## src/logic/fault_flag_pkg.sv

```systemverilog
// Contract
// periodic known-answer test and output watchdog
// logic check evaluated every ten updates
// non-critical flag clears on read or report; the memory single-bit flag clears on read only
// squared radius from floored channel squares
// radius valid strictly between squared bounds
// squared radius readable from a register
// range check per update, filtered up to sixteen
// radius mask suppresses range flag
// reset flag clears only after first update
// first report after reset shows reset flag
// reset mask suppresses reset flag
// pulse-width mode may prolong reset flag
// multi-bit memory error critical until reset
// single-bit flag clear-on-read, maskable; multi-bit unmaskable
// memory flags evaluated only at power-on read
// shadow parity error critical, maskable
// shadow parity rechecked every ten updates
// undervoltage forces error until read or report
// below reset level output high impedance
// undervoltage select: 0 low, 1 high thresholds
// overvoltage flag only when memory locked
// overvoltage select: 0 high, 1 low thresholds
// read clears removed non-critical flags
// comparators synchronized, each flag sticky
// masked flag not set, check keeps running
package fault_flag_pkg;
	localparam logic [7:0] ADDR_ERROR   = 8'h00;
	localparam logic [7:0] ADDR_RADIUS  = 8'h04;
	localparam logic [7:0] ADDR_CONFIG  = 8'h08;
	localparam logic [7:0] ADDR_STATUS  = 8'h0c;
	// error register bit positions
	localparam int BIT_LOGIC   = 4;
	localparam int BIT_RADIUS  = 5;
	localparam int BIT_RESET   = 6;
	localparam int BIT_SINGLE  = 7;
	localparam int BIT_UNDERV  = 8;
	localparam int BIT_OVERV   = 9;
	localparam int BIT_UNCORR  = 10;
	localparam int BIT_PARITY  = 11;
	// config register bit positions
	localparam int CFG_RADIUS_MASK = 0;
	localparam int CFG_SINGLE_MASK = 1;
	localparam int CFG_PARITY_MASK = 2;
	localparam int CFG_RESET_MASK  = 3;
	localparam int CFG_UV_SEL      = 4;
	localparam int CFG_OV_SEL      = 5;
	localparam int CFG_LOCK        = 6;
	localparam int CFG_PWM_MODE    = 7;
	localparam int CFG_FILT_LSB    = 8;
	localparam int CFG_BOUND_LO    = 12;
	localparam int CFG_BOUND_HI    = 20;
	localparam logic [31:0] CONFIG_RESET = 32'h0000_0000;
	localparam int CHECK_PERIOD    = 10;
	localparam int RADIUS_SHIFT    = 7;
	localparam int WATCHDOG_CYCLES = 64;
	localparam int PWM_HOLD_UPDATES = 4;
	localparam logic [1:0] RESP_OKAY   = 2'b00;
	localparam logic [1:0] RESP_SLVERR = 2'b10;
endpackage

```

## src/logic/update_counter.sv

```systemverilog
`timescale 1ns/100ps
`default_nettype none
// counts update pulses, emits one pulse every PERIOD updates
module update_counter #(
	parameter int PERIOD = 10
) (
	input  wire logic clk,
	input  wire logic resetn,
	input  wire logic tick,
	output logic      fire
);
	logic [7:0] count;
	always_ff @(posedge clk or negedge resetn) begin
		if (!resetn) begin
			count <= 8'h00;
			fire  <= 1'b0;
		end else begin
			fire <= 1'b0;
			if (tick) begin
				if (count == 8'(PERIOD - 1)) begin
					count <= 8'h00;
					fire  <= 1'b1;
				end else begin
					count <= count + 8'h01;
				end
			end
		end
	end
endmodule
`default_nettype wire

```

## src/logic/sync2.sv

```systemverilog
`timescale 1ns/100ps
`default_nettype none
// two flop synchroniser for asynchronous comparator levels
module sync2 (
	input  wire logic clk,
	input  wire logic resetn,
	input  wire logic d,
	output logic      q
);
	logic meta;
	always_ff @(posedge clk or negedge resetn) begin
		if (!resetn) begin
			meta <= 1'b0;
			q    <= 1'b0;
		end else begin
			meta <= d;
			q    <= meta;
		end
	end
endmodule
`default_nettype wire

```

## src/logic/fault_flag_monitor.sv

```systemverilog
// The address map and the AXI4-Lite slave port are this design's own decisions.
`timescale 1ns/100ps
`default_nettype none
module fault_flag_monitor (
	input  wire logic        clk,
	input  wire logic        resetn,
	// axi4-lite slave
	input  wire logic [7:0]  s_axi_awaddr,
	input  wire logic        s_axi_awvalid,
	output logic             s_axi_awready,
	input  wire logic [31:0] s_axi_wdata,
	input  wire logic [3:0]  s_axi_wstrb,
	input  wire logic        s_axi_wvalid,
	output logic             s_axi_wready,
	output logic [1:0]       s_axi_bresp,
	output logic             s_axi_bvalid,
	input  wire logic        s_axi_bready,
	input  wire logic [7:0]  s_axi_araddr,
	input  wire logic        s_axi_arvalid,
	output logic             s_axi_arready,
	output logic [31:0]      s_axi_rdata,
	output logic [1:0]       s_axi_rresp,
	output logic             s_axi_rvalid,
	input  wire logic        s_axi_rready,
	// signal path
	input  wire logic        angle_update,
	input  wire logic [15:0] first_channel_value,
	input  wire logic [15:0] second_channel_value,
	input  wire logic        samples_ready,
	input  wire logic        angle_out_valid,
	input  wire logic [15:0] selftest_result,
	input  wire logic [15:0] selftest_expected,
	// memory load at power on
	input  wire logic        mem_read_done,
	input  wire logic        mem_single_bit,
	input  wire logic        mem_multi_bit,
	input  wire logic        shadow_parity_bad,
	// supply comparators, asynchronous
	input  wire logic        uv_low_trip,
	input  wire logic        uv_high_trip,
	input  wire logic        ov_low_trip,
	input  wire logic        ov_high_trip,
	input  wire logic        por_level_low,
	// output protocol
	input  wire logic        report_sent,
	output logic             error_response,
	output logic             critical_error,
	output logic             output_hiz,
	output logic             program_mode
);
	// ****************************************
	// synchronisers and periodic checks
	// ****************************************
	logic uv_low_s, uv_high_s, ov_low_s, ov_high_s, por_low_s;
	sync2 u_s0 (.clk(clk), .resetn(resetn), .d(uv_low_trip),   .q(uv_low_s));
	sync2 u_s1 (.clk(clk), .resetn(resetn), .d(uv_high_trip),  .q(uv_high_s));
	sync2 u_s2 (.clk(clk), .resetn(resetn), .d(ov_low_trip),   .q(ov_low_s));
	sync2 u_s3 (.clk(clk), .resetn(resetn), .d(ov_high_trip),  .q(ov_high_s));
	sync2 u_s4 (.clk(clk), .resetn(resetn), .d(por_level_low), .q(por_low_s));

	logic ten_tick;
	update_counter #(.PERIOD(fault_flag_pkg::CHECK_PERIOD)) u_ten (
		.clk(clk), .resetn(resetn), .tick(angle_update), .fire(ten_tick));

	logic [31:0] config_reg;
	wire radius_mask = config_reg[fault_flag_pkg::CFG_RADIUS_MASK];
	wire single_mask = config_reg[fault_flag_pkg::CFG_SINGLE_MASK];
	wire parity_mask = config_reg[fault_flag_pkg::CFG_PARITY_MASK];
	wire reset_mask  = config_reg[fault_flag_pkg::CFG_RESET_MASK];
	wire uv_sel      = config_reg[fault_flag_pkg::CFG_UV_SEL];
	wire ov_sel      = config_reg[fault_flag_pkg::CFG_OV_SEL];
	wire mem_locked  = config_reg[fault_flag_pkg::CFG_LOCK];
	wire pwm_mode    = config_reg[fault_flag_pkg::CFG_PWM_MODE];
	wire [3:0] fault_filter_setting = config_reg[fault_flag_pkg::CFG_FILT_LSB +: 4];
	wire [7:0] radius_lower_bound   = config_reg[fault_flag_pkg::CFG_BOUND_LO +: 8];
	wire [7:0] radius_upper_bound   = config_reg[fault_flag_pkg::CFG_BOUND_HI +: 8];

	// ****************************************
	// logic self-check and watchdog
	// ****************************************
	logic [7:0] wd_count;
	logic       wd_armed, wd_miss;
	always_ff @(posedge clk or negedge resetn) begin
		if (!resetn) begin
			wd_count <= 8'h00;
			wd_armed <= 1'b0;
			wd_miss  <= 1'b0;
		end else begin
			if (samples_ready) begin
				wd_armed <= 1'b1;
				wd_count <= 8'h00;
			end else if (angle_out_valid) begin
				wd_armed <= 1'b0;
			end else if (wd_armed) begin
				wd_count <= wd_count + 8'h01;
			end
			if (wd_armed && wd_count == 8'(fault_flag_pkg::WATCHDOG_CYCLES)) begin
				wd_miss <= 1'b1;
				wd_armed <= 1'b0;
			end else if (ten_tick) begin
				wd_miss <= 1'b0;
			end
		end
	end
	wire logic_cond = ten_tick && ((selftest_result != selftest_expected) || wd_miss);

	// ****************************************
	// squared radius and range check
	// ****************************************
	wire [8:0]  a_floor = first_channel_value[15:fault_flag_pkg::RADIUS_SHIFT];
	wire [8:0]  b_floor = second_channel_value[15:fault_flag_pkg::RADIUS_SHIFT];
	wire [17:0] sum_sq  = 18'(a_floor * a_floor) + 18'(b_floor * b_floor);
	wire [16:0] next_squared_radius = sum_sq[16:0];
	wire [16:0] lo_sq = 17'(radius_lower_bound * radius_lower_bound);
	wire [16:0] hi_sq = 17'(radius_upper_bound * radius_upper_bound);
	wire radius_ok = (next_squared_radius > lo_sq) && (next_squared_radius < hi_sq);
	logic [16:0] squared_radius;
	logic [4:0]  bad_run;
	logic        radius_cond;
	always_ff @(posedge clk or negedge resetn) begin
		if (!resetn) begin
			squared_radius <= 17'h00000;
			bad_run        <= 5'h00;
			radius_cond    <= 1'b0;
		end else if (angle_update) begin
			squared_radius <= next_squared_radius;
			bad_run        <= radius_ok ? 5'h00 : (bad_run == 5'h1f ? bad_run : bad_run + 5'h01);
			radius_cond    <= !radius_ok && (bad_run >= {1'b0, fault_filter_setting});
		end
	end

	// ****************************************
	// supply thresholds
	// ****************************************
	wire uv_cond = uv_sel ? uv_high_s : uv_low_s;
	wire ov_trip = ov_sel ? ov_low_s : ov_high_s;
	wire ov_cond = ov_trip && mem_locked;

	// ****************************************
	// sticky error flags
	// ****************************************
	logic logic_failure_flag, radius_range_flag, reset_flag, memory_single_bit_flag;
	logic undervoltage_flag, overvoltage_flag, memory_uncorrectable_flag, shadow_parity_flag;
	logic first_update_seen;
	logic [2:0] pwm_hold;
	// clear where the read data is captured, so a flag set while a read is in flight is never lost
	wire err_read = s_axi_arvalid && s_axi_arready && (s_axi_araddr == fault_flag_pkg::ADDR_ERROR);
	wire clr = err_read || report_sent;
	always_ff @(posedge clk or negedge resetn) begin
		if (!resetn) begin
			logic_failure_flag        <= 1'b0;
			radius_range_flag         <= 1'b0;
			reset_flag                <= 1'b1;
			memory_single_bit_flag    <= 1'b0;
			undervoltage_flag         <= 1'b0;
			overvoltage_flag          <= 1'b0;
			memory_uncorrectable_flag <= 1'b0;
			shadow_parity_flag        <= 1'b0;
			first_update_seen         <= 1'b0;
			pwm_hold                  <= 3'h0;
		end else begin
			if (angle_update) first_update_seen <= 1'b1;
			if (angle_update && pwm_hold != 3'(fault_flag_pkg::PWM_HOLD_UPDATES))
				pwm_hold <= pwm_hold + 3'h1;
			// set wins over clear in every flag
			logic_failure_flag <= logic_cond || (logic_failure_flag && !clr);
			// masking also drops a flag already raised, so it stops driving the error response
			radius_range_flag  <= (radius_cond && !radius_mask) ||
				(radius_range_flag && !radius_mask && !(clr && !radius_cond));
			undervoltage_flag  <= uv_cond || (undervoltage_flag && !clr);
			overvoltage_flag   <= ov_cond || (overvoltage_flag && !clr);
			if (clr && first_update_seen && !(pwm_mode &&
				pwm_hold != 3'(fault_flag_pkg::PWM_HOLD_UPDATES)))
				reset_flag <= 1'b0;
			// a dip below the reset level starts the reset flag over
			if (por_low_s) begin
				reset_flag        <= 1'b1;
				first_update_seen <= 1'b0;
			end
			if (err_read) memory_single_bit_flag <= 1'b0;
			if (mem_read_done && mem_single_bit && !single_mask)
				memory_single_bit_flag <= 1'b1;
			if (mem_read_done && mem_multi_bit)
				memory_uncorrectable_flag <= 1'b1;
			if ((mem_read_done || ten_tick) && shadow_parity_bad && !parity_mask)
				shadow_parity_flag <= 1'b1;
		end
	end
	wire reset_visible = reset_flag && !reset_mask;
	wire [31:0] error_word = {19'h00000, 1'b0, shadow_parity_flag, memory_uncorrectable_flag,
		overvoltage_flag, undervoltage_flag, memory_single_bit_flag, reset_visible,
		radius_range_flag, logic_failure_flag, 4'h0};
	wire crit = memory_uncorrectable_flag || shadow_parity_flag;
	wire next_err = crit || logic_failure_flag || radius_range_flag || reset_visible ||
		undervoltage_flag || overvoltage_flag;

	// ****************************************
	// output state
	// ****************************************
	always_ff @(posedge clk or negedge resetn) begin
		if (!resetn) begin
			error_response <= 1'b0;
			critical_error <= 1'b0;
			output_hiz     <= 1'b1;
			program_mode   <= 1'b0;
		end else begin
			error_response <= next_err;
			critical_error <= crit;
			program_mode   <= ov_trip && !mem_locked;
			output_hiz     <= por_low_s || crit || (ov_trip && !mem_locked);
		end
	end

	// ****************************************
	// axi4-lite slave
	// ****************************************
	logic       aw_held, w_held;
	logic [7:0] aw_addr;
	logic [31:0] w_data;
	logic [3:0]  w_strb;
	wire do_write = aw_held && w_held && !s_axi_bvalid;
	wire cfg_hit  = aw_addr == fault_flag_pkg::ADDR_CONFIG;
	wire rd_map   = s_axi_araddr == fault_flag_pkg::ADDR_ERROR || s_axi_araddr == fault_flag_pkg::ADDR_RADIUS ||
		s_axi_araddr == fault_flag_pkg::ADDR_CONFIG || s_axi_araddr == fault_flag_pkg::ADDR_STATUS;
	wire [31:0] status_word = {28'h0000000, program_mode, output_hiz, critical_error, first_update_seen};
	wire [31:0] next_rdata =
		s_axi_araddr == fault_flag_pkg::ADDR_ERROR  ? error_word :
		s_axi_araddr == fault_flag_pkg::ADDR_RADIUS ? {15'h0000, squared_radius} :
		s_axi_araddr == fault_flag_pkg::ADDR_CONFIG ? config_reg :
		s_axi_araddr == fault_flag_pkg::ADDR_STATUS ? status_word : 32'h00000000;
	always_ff @(posedge clk or negedge resetn) begin
		if (!resetn) begin
			aw_held <= 1'b0;
			w_held <= 1'b0;
			aw_addr <= 8'h00;
			w_data <= 32'h00000000;
			w_strb <= 4'h0;
			s_axi_awready <= 1'b1;
			s_axi_wready <= 1'b1;
			s_axi_bvalid <= 1'b0;
			s_axi_bresp <= 2'b00;
			config_reg <= fault_flag_pkg::CONFIG_RESET;
		end else begin
			if (s_axi_awvalid && s_axi_awready) begin
				aw_held <= 1'b1;
				aw_addr <= s_axi_awaddr;
				s_axi_awready <= 1'b0;
			end
			if (s_axi_wvalid && s_axi_wready) begin
				w_held <= 1'b1;
				w_data <= s_axi_wdata;
				w_strb <= s_axi_wstrb;
				s_axi_wready <= 1'b0;
			end
			if (do_write) begin
				for (int i = 0; i < 4; i++)
					if (cfg_hit && w_strb[i]) config_reg[8*i +: 8] <= w_data[8*i +: 8];
				s_axi_bvalid <= 1'b1;
				s_axi_bresp  <= cfg_hit ? fault_flag_pkg::RESP_OKAY : fault_flag_pkg::RESP_SLVERR;
				aw_held <= 1'b0;
				w_held <= 1'b0;
			end
			if (s_axi_bvalid && s_axi_bready) begin
				s_axi_bvalid <= 1'b0;
				s_axi_awready <= 1'b1;
				s_axi_wready <= 1'b1;
			end
		end
	end
	always_ff @(posedge clk or negedge resetn) begin
		if (!resetn) begin
			s_axi_arready <= 1'b1;
			s_axi_rvalid <= 1'b0;
			s_axi_rdata <= 32'h00000000;
			s_axi_rresp <= 2'b00;
		end else if (s_axi_arvalid && s_axi_arready) begin
			s_axi_arready <= 1'b0;
			s_axi_rvalid <= 1'b1;
			s_axi_rdata <= next_rdata;
			s_axi_rresp <= rd_map ? fault_flag_pkg::RESP_OKAY : fault_flag_pkg::RESP_SLVERR;
		end else if (s_axi_rvalid && s_axi_rready) begin
			s_axi_rvalid <= 1'b0;
			s_axi_arready <= 1'b1;
		end
	end

	// ****************************************
	// assertions
	// ****************************************
	property p_uncorr_sticky;
		@(posedge clk) disable iff (!resetn) memory_uncorrectable_flag |=> memory_uncorrectable_flag;
	endproperty
	a_uncorr_sticky: assert property (p_uncorr_sticky) else $error("uncorrectable flag dropped");
	property p_parity_sticky;
		@(posedge clk) disable iff (!resetn) shadow_parity_flag |=> shadow_parity_flag;
	endproperty
	a_parity_sticky: assert property (p_parity_sticky) else $error("parity flag dropped");
	property p_radius_mask;
		@(posedge clk) disable iff (!resetn) (radius_mask && !radius_range_flag) |=> !radius_range_flag;
	endproperty
	a_radius_mask: assert property (p_radius_mask) else $error("masked radius flag set");
	property p_reset_hold;
		@(posedge clk) disable iff (!resetn) !first_update_seen |-> reset_flag;
	endproperty
	a_reset_hold: assert property (p_reset_hold) else $error("reset flag cleared early");
	property p_uv_set;
		@(posedge clk) disable iff (!resetn) uv_cond |=> undervoltage_flag;
	endproperty
	a_uv_set: assert property (p_uv_set) else $error("undervoltage not flagged");
	property p_ov_unlocked;
		@(posedge clk) disable iff (!resetn) (!mem_locked && !overvoltage_flag) |=> !overvoltage_flag;
	endproperty
	a_ov_unlocked: assert property (p_ov_unlocked) else $error("overvoltage flagged unlocked");
	property p_crit_out;
		@(posedge clk) disable iff (!resetn) crit |=> critical_error && error_response;
	endproperty
	a_crit_out: assert property (p_crit_out) else $error("critical state not driven");
	property p_logic_set;
		@(posedge clk) disable iff (!resetn) logic_cond |=> logic_failure_flag;
	endproperty
	a_logic_set: assert property (p_logic_set) else $error("logic failure not flagged");

	property p_por_flag;
		@(posedge clk) disable iff (!resetn) por_low_s |=> reset_flag;
	endproperty
	a_por_flag: assert property (p_por_flag) else $error("reset flag not raised below reset level");

	property p_por_hiz;
		@(posedge clk) disable iff (!resetn) por_low_s |=> output_hiz;
	endproperty
	a_por_hiz: assert property (p_por_hiz) else $error("output driven below reset level");

	property p_parity_mask;
		@(posedge clk) disable iff (!resetn) (parity_mask && !shadow_parity_flag) |=> !shadow_parity_flag;
	endproperty
	a_parity_mask: assert property (p_parity_mask) else $error("masked parity flag set");

	property p_single_clear;
		@(posedge clk) disable iff (!resetn) (err_read && !mem_read_done) |=> !memory_single_bit_flag;
	endproperty
	a_single_clear: assert property (p_single_clear) else $error("single-bit flag kept after read");

	c_crit: cover property (@(posedge clk) disable iff (!resetn) critical_error);
	c_uv: cover property (@(posedge clk) disable iff (!resetn) undervoltage_flag ##1 !undervoltage_flag);
	c_radius: cover property (@(posedge clk) disable iff (!resetn) radius_range_flag);
	c_reset_clr: cover property (@(posedge clk) disable iff (!resetn) reset_flag ##1 !reset_flag);
endmodule
`default_nettype wire

```

## config.mk

```make
export PLATFORM = sky130hd
export DESIGN_NAME = fault_flag_monitor
export DESIGN_NICKNAME = d
export VERILOG_FILES = /design/src/logic/fault_flag_pkg.sv /design/src/logic/update_counter.sv /design/src/logic/sync2.sv /design/src/logic/fault_flag_monitor.sv
export SDC_FILE = /design/constraint.sdc
export NUM_CORES = 1
export LEC_CHECK = 0
export BUFFER_PORTS_ARGS = -buffer_cell sky130_fd_sc_hd__buf_2
export CAP_MARGIN = 15
export CORE_UTILIZATION = 50
export DETAILED_ROUTE_END_ITERATION = 7
export PLACE_DENSITY = 0.69
export REMOVE_ABC_BUFFERS = 1
export SLEW_MARGIN = 5
export SYNTH_ARGS = -nofsm -noshare
export SYNTH_HDL_FRONTEND = slang
export SYNTH_SLANG_ARGS = --single-unit
```

## constraint.sdc

```tcl
create_clock -name clk -period 7.1 [get_ports clk]
set_input_delay 0 -clock clk [delete_from_list [all_inputs] [get_ports clk]]
set_output_delay 0 -clock clk [all_outputs]
set_load 0.05 [all_outputs]
```

==> metrics.log, run 1 <==
[metrics] leading cell type in the layout, fill and taps excluded: inv_1
[metrics] Max transition margin: 0.379
[metrics] R2R cell count: 27
[metrics] top-area cell type share of the netlist area: 0.288
[metrics] minimum clock period: 6.56 ns
[metrics] number of synthesized flops with an enable pin: 0
[metrics] sequential fraction of the synthesis area: 0.296
[metrics] setup ws final: ~0.54 ns
[metrics] clock edge transition at the registers on the reported setup and hold paths: roughly 0.08 ns
[metrics] crit path kind: input port to flip-flop
[metrics] share of the cycle needed by the critical path after routing: 0.924
[metrics] distinct cell type count of the synthesized netlist: 71
[metrics] global-route track usage on met3: 0.0344
[metrics] Achievable Freq: ~0.15 GHz
[metrics] switching power total: roughly 4.0 mW
[metrics] number of CTS-inserted buffers: 17
[metrics] number of resized instances in the post-cts repair step: 0
[metrics] Most Crowded Layer GR: met2
[metrics] most used cells in the layout excluding fill and tap cells: inv_1 (246), dfrtp_1 (180), buf_2 (163), ha_1 (157), fa_1 (142)
[metrics] hold bufs inserted after CTS: just over 70
[metrics] via/cell ratio: ~5.2
[metrics] final estimated routing congestion in global placement: roughly 0.85
[metrics] most instantiated flip-flop cell in the synthesis netlist: dfrtp_1
[metrics] Chip Width: ~180 µm
[metrics] antenna violations before repair: 0
[metrics] critical path peak fanout: 12
[metrics] core area: around 31000 µm²
[metrics] Port-buffer cells: between 150 and 200
[metrics] Global Route Usage Sum: 0.228
[metrics] clock insertion delay at the later pin of the skew report: 0.44 ns
[metrics] Most Frequent Cell on Critical Path: inv_1
[metrics] combinational share of power: 0.710
[metrics] Layout Area Growth over Synthesis: 16.4%
[metrics] Arrival @ worst endpoint: 6.90 ns
[metrics] Sequential cell area: roughly 4600 µm²
[metrics] number of filler cells placed in the layout: roughly 2600
[metrics] Chip Height: about 180 µm
[metrics] Worst Tran Pin Value: between 0.9 and 1 ns
[metrics] library cell contributing the largest single delay on the critical path: fa_1
[metrics] Routed WL: between 30000 and 40000 µm
[metrics] synthesis warning total: 0
[metrics] GRT met1 Usage: 0.300
[metrics] largest buffer count on any clock path: 2
[metrics] number of hold violations in the final report: 0
[metrics] fin cells: between 2000 and 2500
[metrics] share of synthesized flip-flops with an asynchronous set or reset: 1.00
[metrics] first-pass GRT wire length: 57700 µm
[metrics] share of layout cells above drive strength 1: 0.188
[metrics] count of max-cap constraint violations: 0
[metrics] root buf cell: clkbuf_16
[metrics] placed cells: between 2000 and 2500
[metrics] global-route met2 utilization: 0.391
[metrics] residual DRC count: 0
[metrics] number of global-route vias before repair: about 12000
[metrics] cell types occupying the most area after synthesis: dfrtp_1 (29%), fa_1 (18%), ha_1 (13%), mux2_2 (7.2%), inv_1 (5.9%)
[metrics] Clock Power Share: 0.117
[metrics] setup violation total in the final timing report: 0
[metrics] Post-CTS Setup Inserts: 0
[metrics] part of the power in registers: 0.173
[metrics] First-pass DRT Iterations: 5
[metrics] pwr dens: around 470 nW/µm²
[metrics] maximum level of the CTS H-tree: 4
[metrics] TritonCTS clock tree: built
[metrics] I/O pins: between 150 and 200
[metrics] antenna diode count: 0
[metrics] Mean Syn Cell Area: 10.4 µm²
[metrics] Die Outline Area: about 32000 µm²
[metrics] largest delay contributor family on the critical path: adder cells
[metrics] number of nets with antenna violations after routing: 0
[metrics] utilization after layout: 0.594
[metrics] cell count after synthesis: 1507
[metrics] type of element capturing the critical path: flip-flop
[metrics] initial core utilization: 0.510
[metrics] gr ovfl total: 0
[metrics] path class of the lowest-slack min-delay path: input port to flip-flop
[metrics] internal power of the cells: approximately 4.6 mW
[metrics] DP Worst Slack: ~0.17 ns
[metrics] Static Leakage: between 9 and 10 nW
[metrics] largest area contributor in the synthesized netlist: dfrtp_1
[metrics] fin. max-slew vios: 0
[metrics] Via Count: roughly 11000
[metrics] setup repair after global routing missed its margin: no
[metrics] DRC violation total after the first TritonRoute iteration: ~440
[metrics] worst IR drop on VDD: between 0.7 and 0.8 mV
[metrics] critical path startpoint category: input port
[metrics] cell depth of the worst hold path: 6
[metrics] result of the run: finished, final reports clean
[metrics] net count of the finished layout: approximately 2200
[metrics] Data required, critical path: ~7.4 ns
[metrics] multi-input gate area in the final layout: about 9900 µm²
[metrics] final total negative setup slack: 0 ns
[metrics] Buffers & Inverters on Critical Path: 7
[metrics] pin count of the biggest net entering global routing: ~120
[metrics] num rows: 64
[metrics] Worst Clk Skew: approximately 0.014 ns
[metrics] TritonCTS Sinks: around 190
[metrics] Max stage delay on crit path: approximately 0.52 ns
[metrics] flip-flop and latch count after synthesis: between 150 and 200
[metrics] cell depth of the worst setup path: 30
[metrics] half-perimeter wire length after placement: 26200 µm
[metrics] switching part of the total: 0.464
[metrics] per-cell routed wire length: around 16 µm
[metrics] combined area of all synthesized cells: 15700 µm²
power groups by stage:
stage | Combinational [mW] | Sequential (mW) | Clock (mW)
floorplan | 4.52 | 1.50 | 0
global placement | 5.92 | 1.50 | 0
detailed placement | 6.06 | 1.51 | 0
CTS | 6.14 | 1.49 | 1.03
global route | 6.98 | 1.53 | 1.06
finish | 6.12 | 1.50 | 1.01
logic make-up after synthesis:
group | synth area share
compound gates | 0.0818
xor+xnor | 0.0496
fa+ha+maj | 0.308
buf+inv | 0.0699
flops | 0.296
mux | 0.0802
other cells | 0.000240
simple gates | 0.114
worst min-delay path, stage by stage:
cell,delay (ns)
buf_2,0.08
xnor2_1,0.06
nand3_1,0.06
nor4_1,0.04
nand3_1,0.08
a22o_1,0.13
layout make-up:
class	count	share of cell area
Multi-Input combinational cell	1038	0.545
Sequential cell	185	0.254
Timing Repair Buffer	242	0.0874
Inverter	246	0.0507
Tap cell	396	0.0272
Clock buffer	17	0.0233
Clock inverter	15	0.0121
through the flow:
step | total power, mW | hold WS, ns | instance area (µm²)
finish | 8.62 | 0.0497 | 18200
global route | 9.57 | 0.0811 | 18200
CTS | 8.66 | 0.0541 | 18200
detailed placement | 7.57 | 0.110 | 16900
global placement | 7.42 | 0.108 | 16900
floorplan | 6.02 | -0.296 | 15500
Yosys cell counts, drive strengths merged (19+ instances only):
cell	number
clkbuf	35
dfrtp	180
ha	157
xnor2	62
xor2	24
nor2	66
nor2b	19
a21o	21
nand2	99
a21oi	40
mux2	100
and2	78
o21ai	55
inv	246
fa	142
metal layers:
layer | vias up | share of wire
met4 | 0 | 0.017
li1 | 5365 | -
met2 | 204 | 0.49
met5 | - | 0
met3 | 36 | 0.041
met1 | 5557 | 0.45
path summary, 6_finish.rpt:
kind,from,slack [ns],end
max,second_channel_value[9],0.54,radius_cond
min,selftest_result[13],0.05,logic_failure_flag
max reg2reg,config_reg[12],0.77,radius_cond
min reg2reg,u_s4.meta,0.35,u_s4.q
max in group asynchronous,resetn,5.39,radius_cond
min in group asynchronous,resetn,0.26,w_strb[2]
Power figures use the tool's default switching activity.
==> inputs of run 2 (changes only) <==
--- a/config.mk
+++ b/config.mk
@@ -5,12 +5,12 @@
 export SDC_FILE = /design/constraint.sdc
 export NUM_CORES = 1
 export LEC_CHECK = 0
+export ABC_CLOCK_PERIOD_IN_PS = 7100
 export BUFFER_PORTS_ARGS = -buffer_cell sky130_fd_sc_hd__buf_2
 export CAP_MARGIN = 15
 export CORE_UTILIZATION = 50
 export DETAILED_ROUTE_END_ITERATION = 7
 export PLACE_DENSITY = 0.69
-export REMOVE_ABC_BUFFERS = 1
 export SLEW_MARGIN = 5
 export SYNTH_ARGS = -nofsm -noshare
 export SYNTH_HDL_FRONTEND = slang
==> run 2 against run 1 <==
  * Total power decreased by 0.36%
  * Highest routed layer unchanged
  * Largest power group unchanged
  * Flip-flop and latch count unchanged
  * Cell count increased by 0.14%
  * Global-route usage decreased by 0.28 points
  * Critical path type unchanged
  * Final area decreased by 0.13%
  * Clock skew decreased by 0.00074 ns
  * Critical endpoint unchanged
  * Via count decreased by 0.23%
  * Non-clock buffer count increased by 3
  * Sequential power about the same
==> metrics.log, run 2 (synthesis results as in run 1) <==
[metrics] number of CTS-inserted buffers: 17
[metrics] critical path peak fanout: 11
[metrics] First-pass DRT Iterations: 6
[metrics] core area: 30700 µm²
[metrics] largest buffer count on any clock path: 2
[metrics] post-layout power: between 8 and 9 mW
[metrics] number of filler cells placed in the layout: roughly 2600
[metrics] Achievable Freq: 0.156 GHz
[metrics] number of resized instances in the post-cts repair step: 0
[metrics] Max transition margin: 0.390
[metrics] net count of the finished layout: ~2200
[metrics] multi-input gate area in the final layout: 9930 µm²
[metrics] number of nets with antenna violations after routing: 0
[metrics] pin count of the biggest net entering global routing: roughly 110
[metrics] Data required, critical path: between 7 and 8 ns
[metrics] critical path startpoint category: input port
[metrics] gr ovfl total: 0
[metrics] residual DRC count: 0
[metrics] Port-buffer cells: approximately 160
[metrics] clock edge transition at the registers on the reported setup and hold paths: 0.07 ns
[metrics] Chip Height: 179 µm
[metrics] initial core utilization: 0.510
[metrics] share of layout cells above drive strength 1: 0.189
[metrics] antenna diode count: 0
[metrics] clock insertion delay at the later pin of the skew report: about 0.44 ns
[metrics] final estimated routing congestion in global placement: between 0.8 and 0.9
[metrics] fin. max-slew vios: 0
[metrics] via/cell ratio: around 5.2
[metrics] number of global-route vias before repair: about 12000
[metrics] root buf cell: clkbuf_16
[metrics] Worst Tran Pin Value: roughly 0.92 ns
[metrics] setup repair after global routing missed its margin: no
[metrics] per-cell routed wire length: about 16 µm
[metrics] Arrival @ worst endpoint: about 6.8 ns
[metrics] final total negative setup slack: 0 ns
[metrics] most used cells in the layout excluding fill and tap cells: inv_1 (246), dfrtp_1 (180), buf_2 (163), ha_1 (157), fa_1 (142)
[metrics] post-route design area: 18200 µm²
[metrics] TritonCTS clock tree: built
[metrics] Via Count: 11100
[metrics] half-perimeter wire length after placement: 26200 µm
[metrics] share of the cycle needed by the critical path after routing: 0.903
[metrics] count of max-cap constraint violations: 0
[metrics] Worst Clk Skew: about 0.013 ns
[metrics] type of element capturing the critical path: flip-flop
[metrics] TritonCTS Sinks: 185
[metrics] Routed WL: between 30000 and 40000 µm
[metrics] path class of the lowest-slack min-delay path: input port to flip-flop
[metrics] I/O pins: approximately 180
[metrics] number of hold violations in the final report: 0
[metrics] Die Outline Area: 32000 µm²
[metrics] worst IR drop on VDD: 0.638 mV
[metrics] maximum level of the CTS H-tree: 4
[metrics] setup violation total in the final timing report: 0
[metrics] DRC violation total after the first TritonRoute iteration: approximately 460
[metrics] pwr dens: 472 nW/µm²
[metrics] placed standard-cell area: about 17000 µm²
[metrics] leading cell type in the layout, fill and taps excluded: inv_1
[metrics] Chip Width: between 150 and 200 µm
[metrics] Sequential cell area: between 4000 and 5000 µm²
[metrics] Hold WS: 0.0682 ns
[metrics] antenna violations before repair: 0
[metrics] Layout Area Growth over Synthesis: 16.2%
[metrics] crit path kind: input port to flip-flop
[metrics] result of the run: finished, final reports clean
[metrics] hold bufs inserted after CTS: a little over 70
[metrics] Post-CTS Setup Inserts: 0
[metrics] num rows: 64
[metrics] Static Leakage: 9.54 nW
[metrics] Global Route Usage Sum: 0.225
[metrics] first-pass GRT wire length: between 50000 and 60000 µm
[metrics] minimum clock period: 6.41 ns
## run 2: cell count changes in the layout (fill, tap and decap cells not counted), sizes merged
cell	previous run	this run
dlygate4sd3	71	72
clkinvlp	1	0
buf	170	172
clkinv	8	4
inv	251	256
## run 2: area by class of cell
| cell class | instances | area share |
|---|---|---|
| flip-flops and latches | 185 | 0.255 |
| clock inverters | 15 | 0.00942 |
| multi-input cells | 1038 | 0.546 |
| clock buffers | 17 | 0.0234 |
| inverters | 246 | 0.0507 |
| repair buffers | 245 | 0.0889 |
| well taps | 396 | 0.0272 |
## run 2: routing by layer
layer / global-route usage / wire length, µm
met5: 0 / 0
met4: 0.0597 / 503
met3: 0.0333 / 1240
met2: 0.381 / 16500
met1: 0.302 / 15300
## run 2: power by group
part	leakage (nW)	switching (mW)	total [mW]	internal, mW
combinational	6.91	3.34	6.12	2.78
clock	0.295	0.462	0.967	0.505
sequential	2.34	0.176	1.50	1.33
## run 2: worst max-delay path: stages
cell and delay (ns):
buf_2 0.22, nand2_1 0.13, fa_1 0.56, inv_1 0.07, fa_1 0.50, inv_1 0.05, fa_1 0.54, inv_1 0.05
fa_1 0.46, fa_1 0.50, inv_1 0.05, fa_1 0.49, inv_1 0.05, ha_1 0.32, o21ai_0 0.31, nor2_1 0.10
o21a_1 0.19, nor2_1 0.11, xnor2_1 0.22, ha_1 0.32, nand3_1 0.09, nand2_1 0.06, a211oi_1 0.24, o21ai_0 0.12
o221a_2 0.26, maj3_2 0.31, o221a_4 0.26, a311oi_2 0.18
## run 2: final timing paths
check | from | to | slack (ns) | cells past startpoint
worst max-delay path | second_channel_value[7] | radius_cond | 0.69 | 28
worst min-delay path | s_axi_araddr[2] | s_axi_rdata[0] | 0.07 | 3
worst max register to register | config_reg[12] | radius_cond | 0.90 | 27
worst min register to register | u_s2.meta | u_s2.q | 0.35 | 0
max in group asynchronous | resetn | u_ten.count[4] | 5.39 | 3
min in group asynchronous | resetn | w_held | 0.26 | 2
## run 2: through the flow
stage	setup WS [ns]	instances	utilization
floorplan	0.674	1508	-
global placement	0.363	2038	0.550
detailed placement	0.321	2038	0.550
CTS	0.742	2142	0.593
global route	0.393	2142	0.593
finish	0.690	2142	0.593
==> inputs of run 3 (changes only) <==
--- a/config.mk
+++ b/config.mk
@@ -5,7 +5,7 @@
 export SDC_FILE = /design/constraint.sdc
 export NUM_CORES = 1
 export LEC_CHECK = 0
-export ABC_CLOCK_PERIOD_IN_PS = 7100
+export ABC_CLOCK_PERIOD_IN_PS = 6300
 export BUFFER_PORTS_ARGS = -buffer_cell sky130_fd_sc_hd__buf_2
 export CAP_MARGIN = 15
 export CORE_UTILIZATION = 50
==> constraint.sdc (replaced) <==
create_clock -name clk -period 6.3 [get_ports clk]
set_input_delay 0 -clock clk [delete_from_list [all_inputs] [get_ports clk]]
set_output_delay 0 -clock clk [all_outputs]
set_load 0.05 [all_outputs]
==> run 3 against run 2 <==
  * The flow now finishes with violations (negative hold slack)
  * Utilization up 2.4 points
  * Wire length up 4.8%
  * Critical path depth is 2 higher
  * Global-route usage rose by 1.0 points
  * Worst setup slack got worse by 0.53 ns
  * Sequential share of layout area shrank 0.96 points
  * Total power is 36% higher
  * Flip-flop and latch count unchanged
  * Critical endpoint unchanged
  * Largest cell class unchanged
==> metrics.log, run 3 (synthesis results as in run 1) <==
[metrics] clock edge transition at the registers on the reported setup and hold paths: about 0.07 ns
[metrics] first-pass GRT wire length: a little under 60000 µm
[metrics] First-pass DRT Iterations: 6
[metrics] setup violation total in the final timing report: 0
[metrics] num rows: 64
[metrics] result of the run: finished with violations
[metrics] number of global-route vias before repair: approximately 12000
[metrics] antenna diode count: 0
[metrics] clock insertion delay at the later pin of the skew report: 0.45 ns
[metrics] Worst Tran Pin Value: 0.961 ns
[metrics] minimum clock period: between 6 and 7 ns
[metrics] net count of the finished layout: between 2000 and 2500
[metrics] maximum level of the CTS H-tree: 4
[metrics] Routed WL: 35100 µm
[metrics] antenna violations before repair: 0
[metrics] Max transition margin: 0.359
[metrics] library cell contributing the largest single delay on the critical path: fa_1
[metrics] critical path startpoint category: input port
[metrics] Most Frequent Cell on Critical Path: fa_1
[metrics] number of hold violations in the final report: 1
[metrics] Die Outline Area: around 32000 µm²
[metrics] pwr dens: roughly 600 nW/µm²
[metrics] path class of the lowest-slack min-delay path: input port to flip-flop
[metrics] final estimated routing congestion in global placement: between 0.8 and 0.9
[metrics] number of nets with antenna violations after routing: 0
[metrics] fin. max-slew vios: 0
[metrics] setup repair after global routing missed its margin: yes
[metrics] Arrival @ worst endpoint: about 6.5 ns
[metrics] number of CTS-inserted buffers: 17
[metrics] placed standard-cell area: 17500 µm²
[metrics] initial core utilization: 0.510
[metrics] post-layout power: approximately 12 mW
[metrics] fin cells: about 2200
[metrics] placed cells: 2115
[metrics] worst IR drop on VDD: about 1.1 mV
[metrics] residual DRC count: 0
[metrics] final total negative setup slack: 0 ns
[metrics] I/O pins: roughly 180
[metrics] Data required, critical path: around 6.6 ns
[metrics] largest buffer count on any clock path: 2
[metrics] Worst Clk Skew: ~0.011 ns
[metrics] crit path kind: input port to flip-flop
[metrics] half-perimeter wire length after placement: about 27000 µm
[metrics] failing checks: negative hold slack
[metrics] Via Count: between 10000 and 15000
[metrics] type of element capturing the critical path: flip-flop
[metrics] Max stage delay on crit path: roughly 0.57 ns
[metrics] Chip Width: between 150 and 200 µm
[metrics] Global Route Usage Sum: 0.236
[metrics] Achievable Freq: 0.163 GHz
[metrics] DRC violation total after the first TritonRoute iteration: approximately 490
[metrics] share of the cycle needed by the critical path after routing: 0.975
[metrics] count of max-cap constraint violations: 0
[metrics] gr ovfl total: 0
[metrics] leading cell type in the layout, fill and taps excluded: inv_1
[metrics] TritonCTS clock tree: built
[metrics] Chip Height: around 180 µm
[metrics] per-cell routed wire length: between 15 and 20 µm
[metrics] core area: 30700 µm²
[metrics] Hold WS: -0.00854 ns
[metrics] share of layout cells above drive strength 1: 0.242
[metrics] Static Leakage: 9.96 nW
[metrics] pin count of the biggest net entering global routing: roughly 110
[metrics] Layout Area Growth over Synthesis: 20.9%
[metrics] critical path peak fanout: 5
[metrics] root buf cell: clkbuf_16
[metrics] utilization after layout: 0.617
[metrics] Port-buffer cells: 164
[metrics] post-route design area: about 19000 µm²
[metrics] most used cells in the layout excluding fill and tap cells: inv_1 (240), dfrtp_1 (176), buf_2 (160), ha_1 (155), fa_1 (142)
[metrics] via/cell ratio: approximately 5.2
[metrics] TritonCTS Sinks: about 190
-- run 3: cell count changes in the layout (fill, tap and decap cells not counted), sizes merged --
cell	delta
buf	+81
clkinv	+3
inv	-3
clkbuf	+2
bufinv	-1
dlygate4sd3	-1
-- run 3: cell type report --
cell class              count  area [µm²]
repair buffers            326        2240
fillers                  2498       11700
inverters                 246         928
multi-input cells        1038       10100
clock inverters            14         131
clock buffers              18         429
flip-flops and latches    185        4640
well taps                 396         495
-- run 3: path summary, 6_finish.rpt --
path,start,to,slack (ns),cells after the start
worst max-delay path,second_channel_value[8],radius_cond,0.16,30
worst min-delay path,selftest_expected[5],logic_failure_flag,-0.009,4
worst max register to register,config_reg[18],radius_cond,0.27,19
max in group asynchronous,resetn,radius_cond,4.53,3
min in group asynchronous,resetn,config_reg[28],0.21,2
worst min register to register,u_s4.meta,u_s4.q,0.36,0
-- run 3: power by group --
part           internal (mW)  total [mW]  switching [mW]
clock network          0.522        1.03           0.512
logic                   4.42        8.97            4.56
registers               1.50        1.68           0.188
total                   6.44        11.7            5.25
-- run 3: per-stage QoR --
| stage | setup slack (ns) | hold slack, ns |
|---|---|---|
| after floorplan | 0.0145 | -0.296 |
| after global placement | -0.253 | 0.110 |
| after detailed placement | -0.395 | 0.109 |
| after CTS | 0.0294 | 0.00282 |
| after global routing | -0.118 | 0.0272 |
| final | 0.158 | -0.00854 |
-- run 3: worst max-delay path: cells and delay by family --
family	cells	cell delay, ns
xor+xnor	1	0.22
simple gates	4	0.42
buf+inv	8	0.39
fa+ha+maj	9	4.06
compound gates	8	1.40
-- run 3: per-layer routing --
layer,global-route usage,up-vias,share of wire
li1,-,5561,-
met1,0.308,5683,0.45
met2,0.407,240,0.50
met3,0.0324,44,0.039
met4,0.0643,0,0.019
met5,0,-,0
-- run 3: repair_timing --
action / 4_1_cts / 5_1_grt
buffers inserted: 0 / 5
gates resized for setup: 0 / 48
hold buffers: 71 / 0
setup endpoints to repair: 0 / 6
hold endpoints to repair: 174 / 0
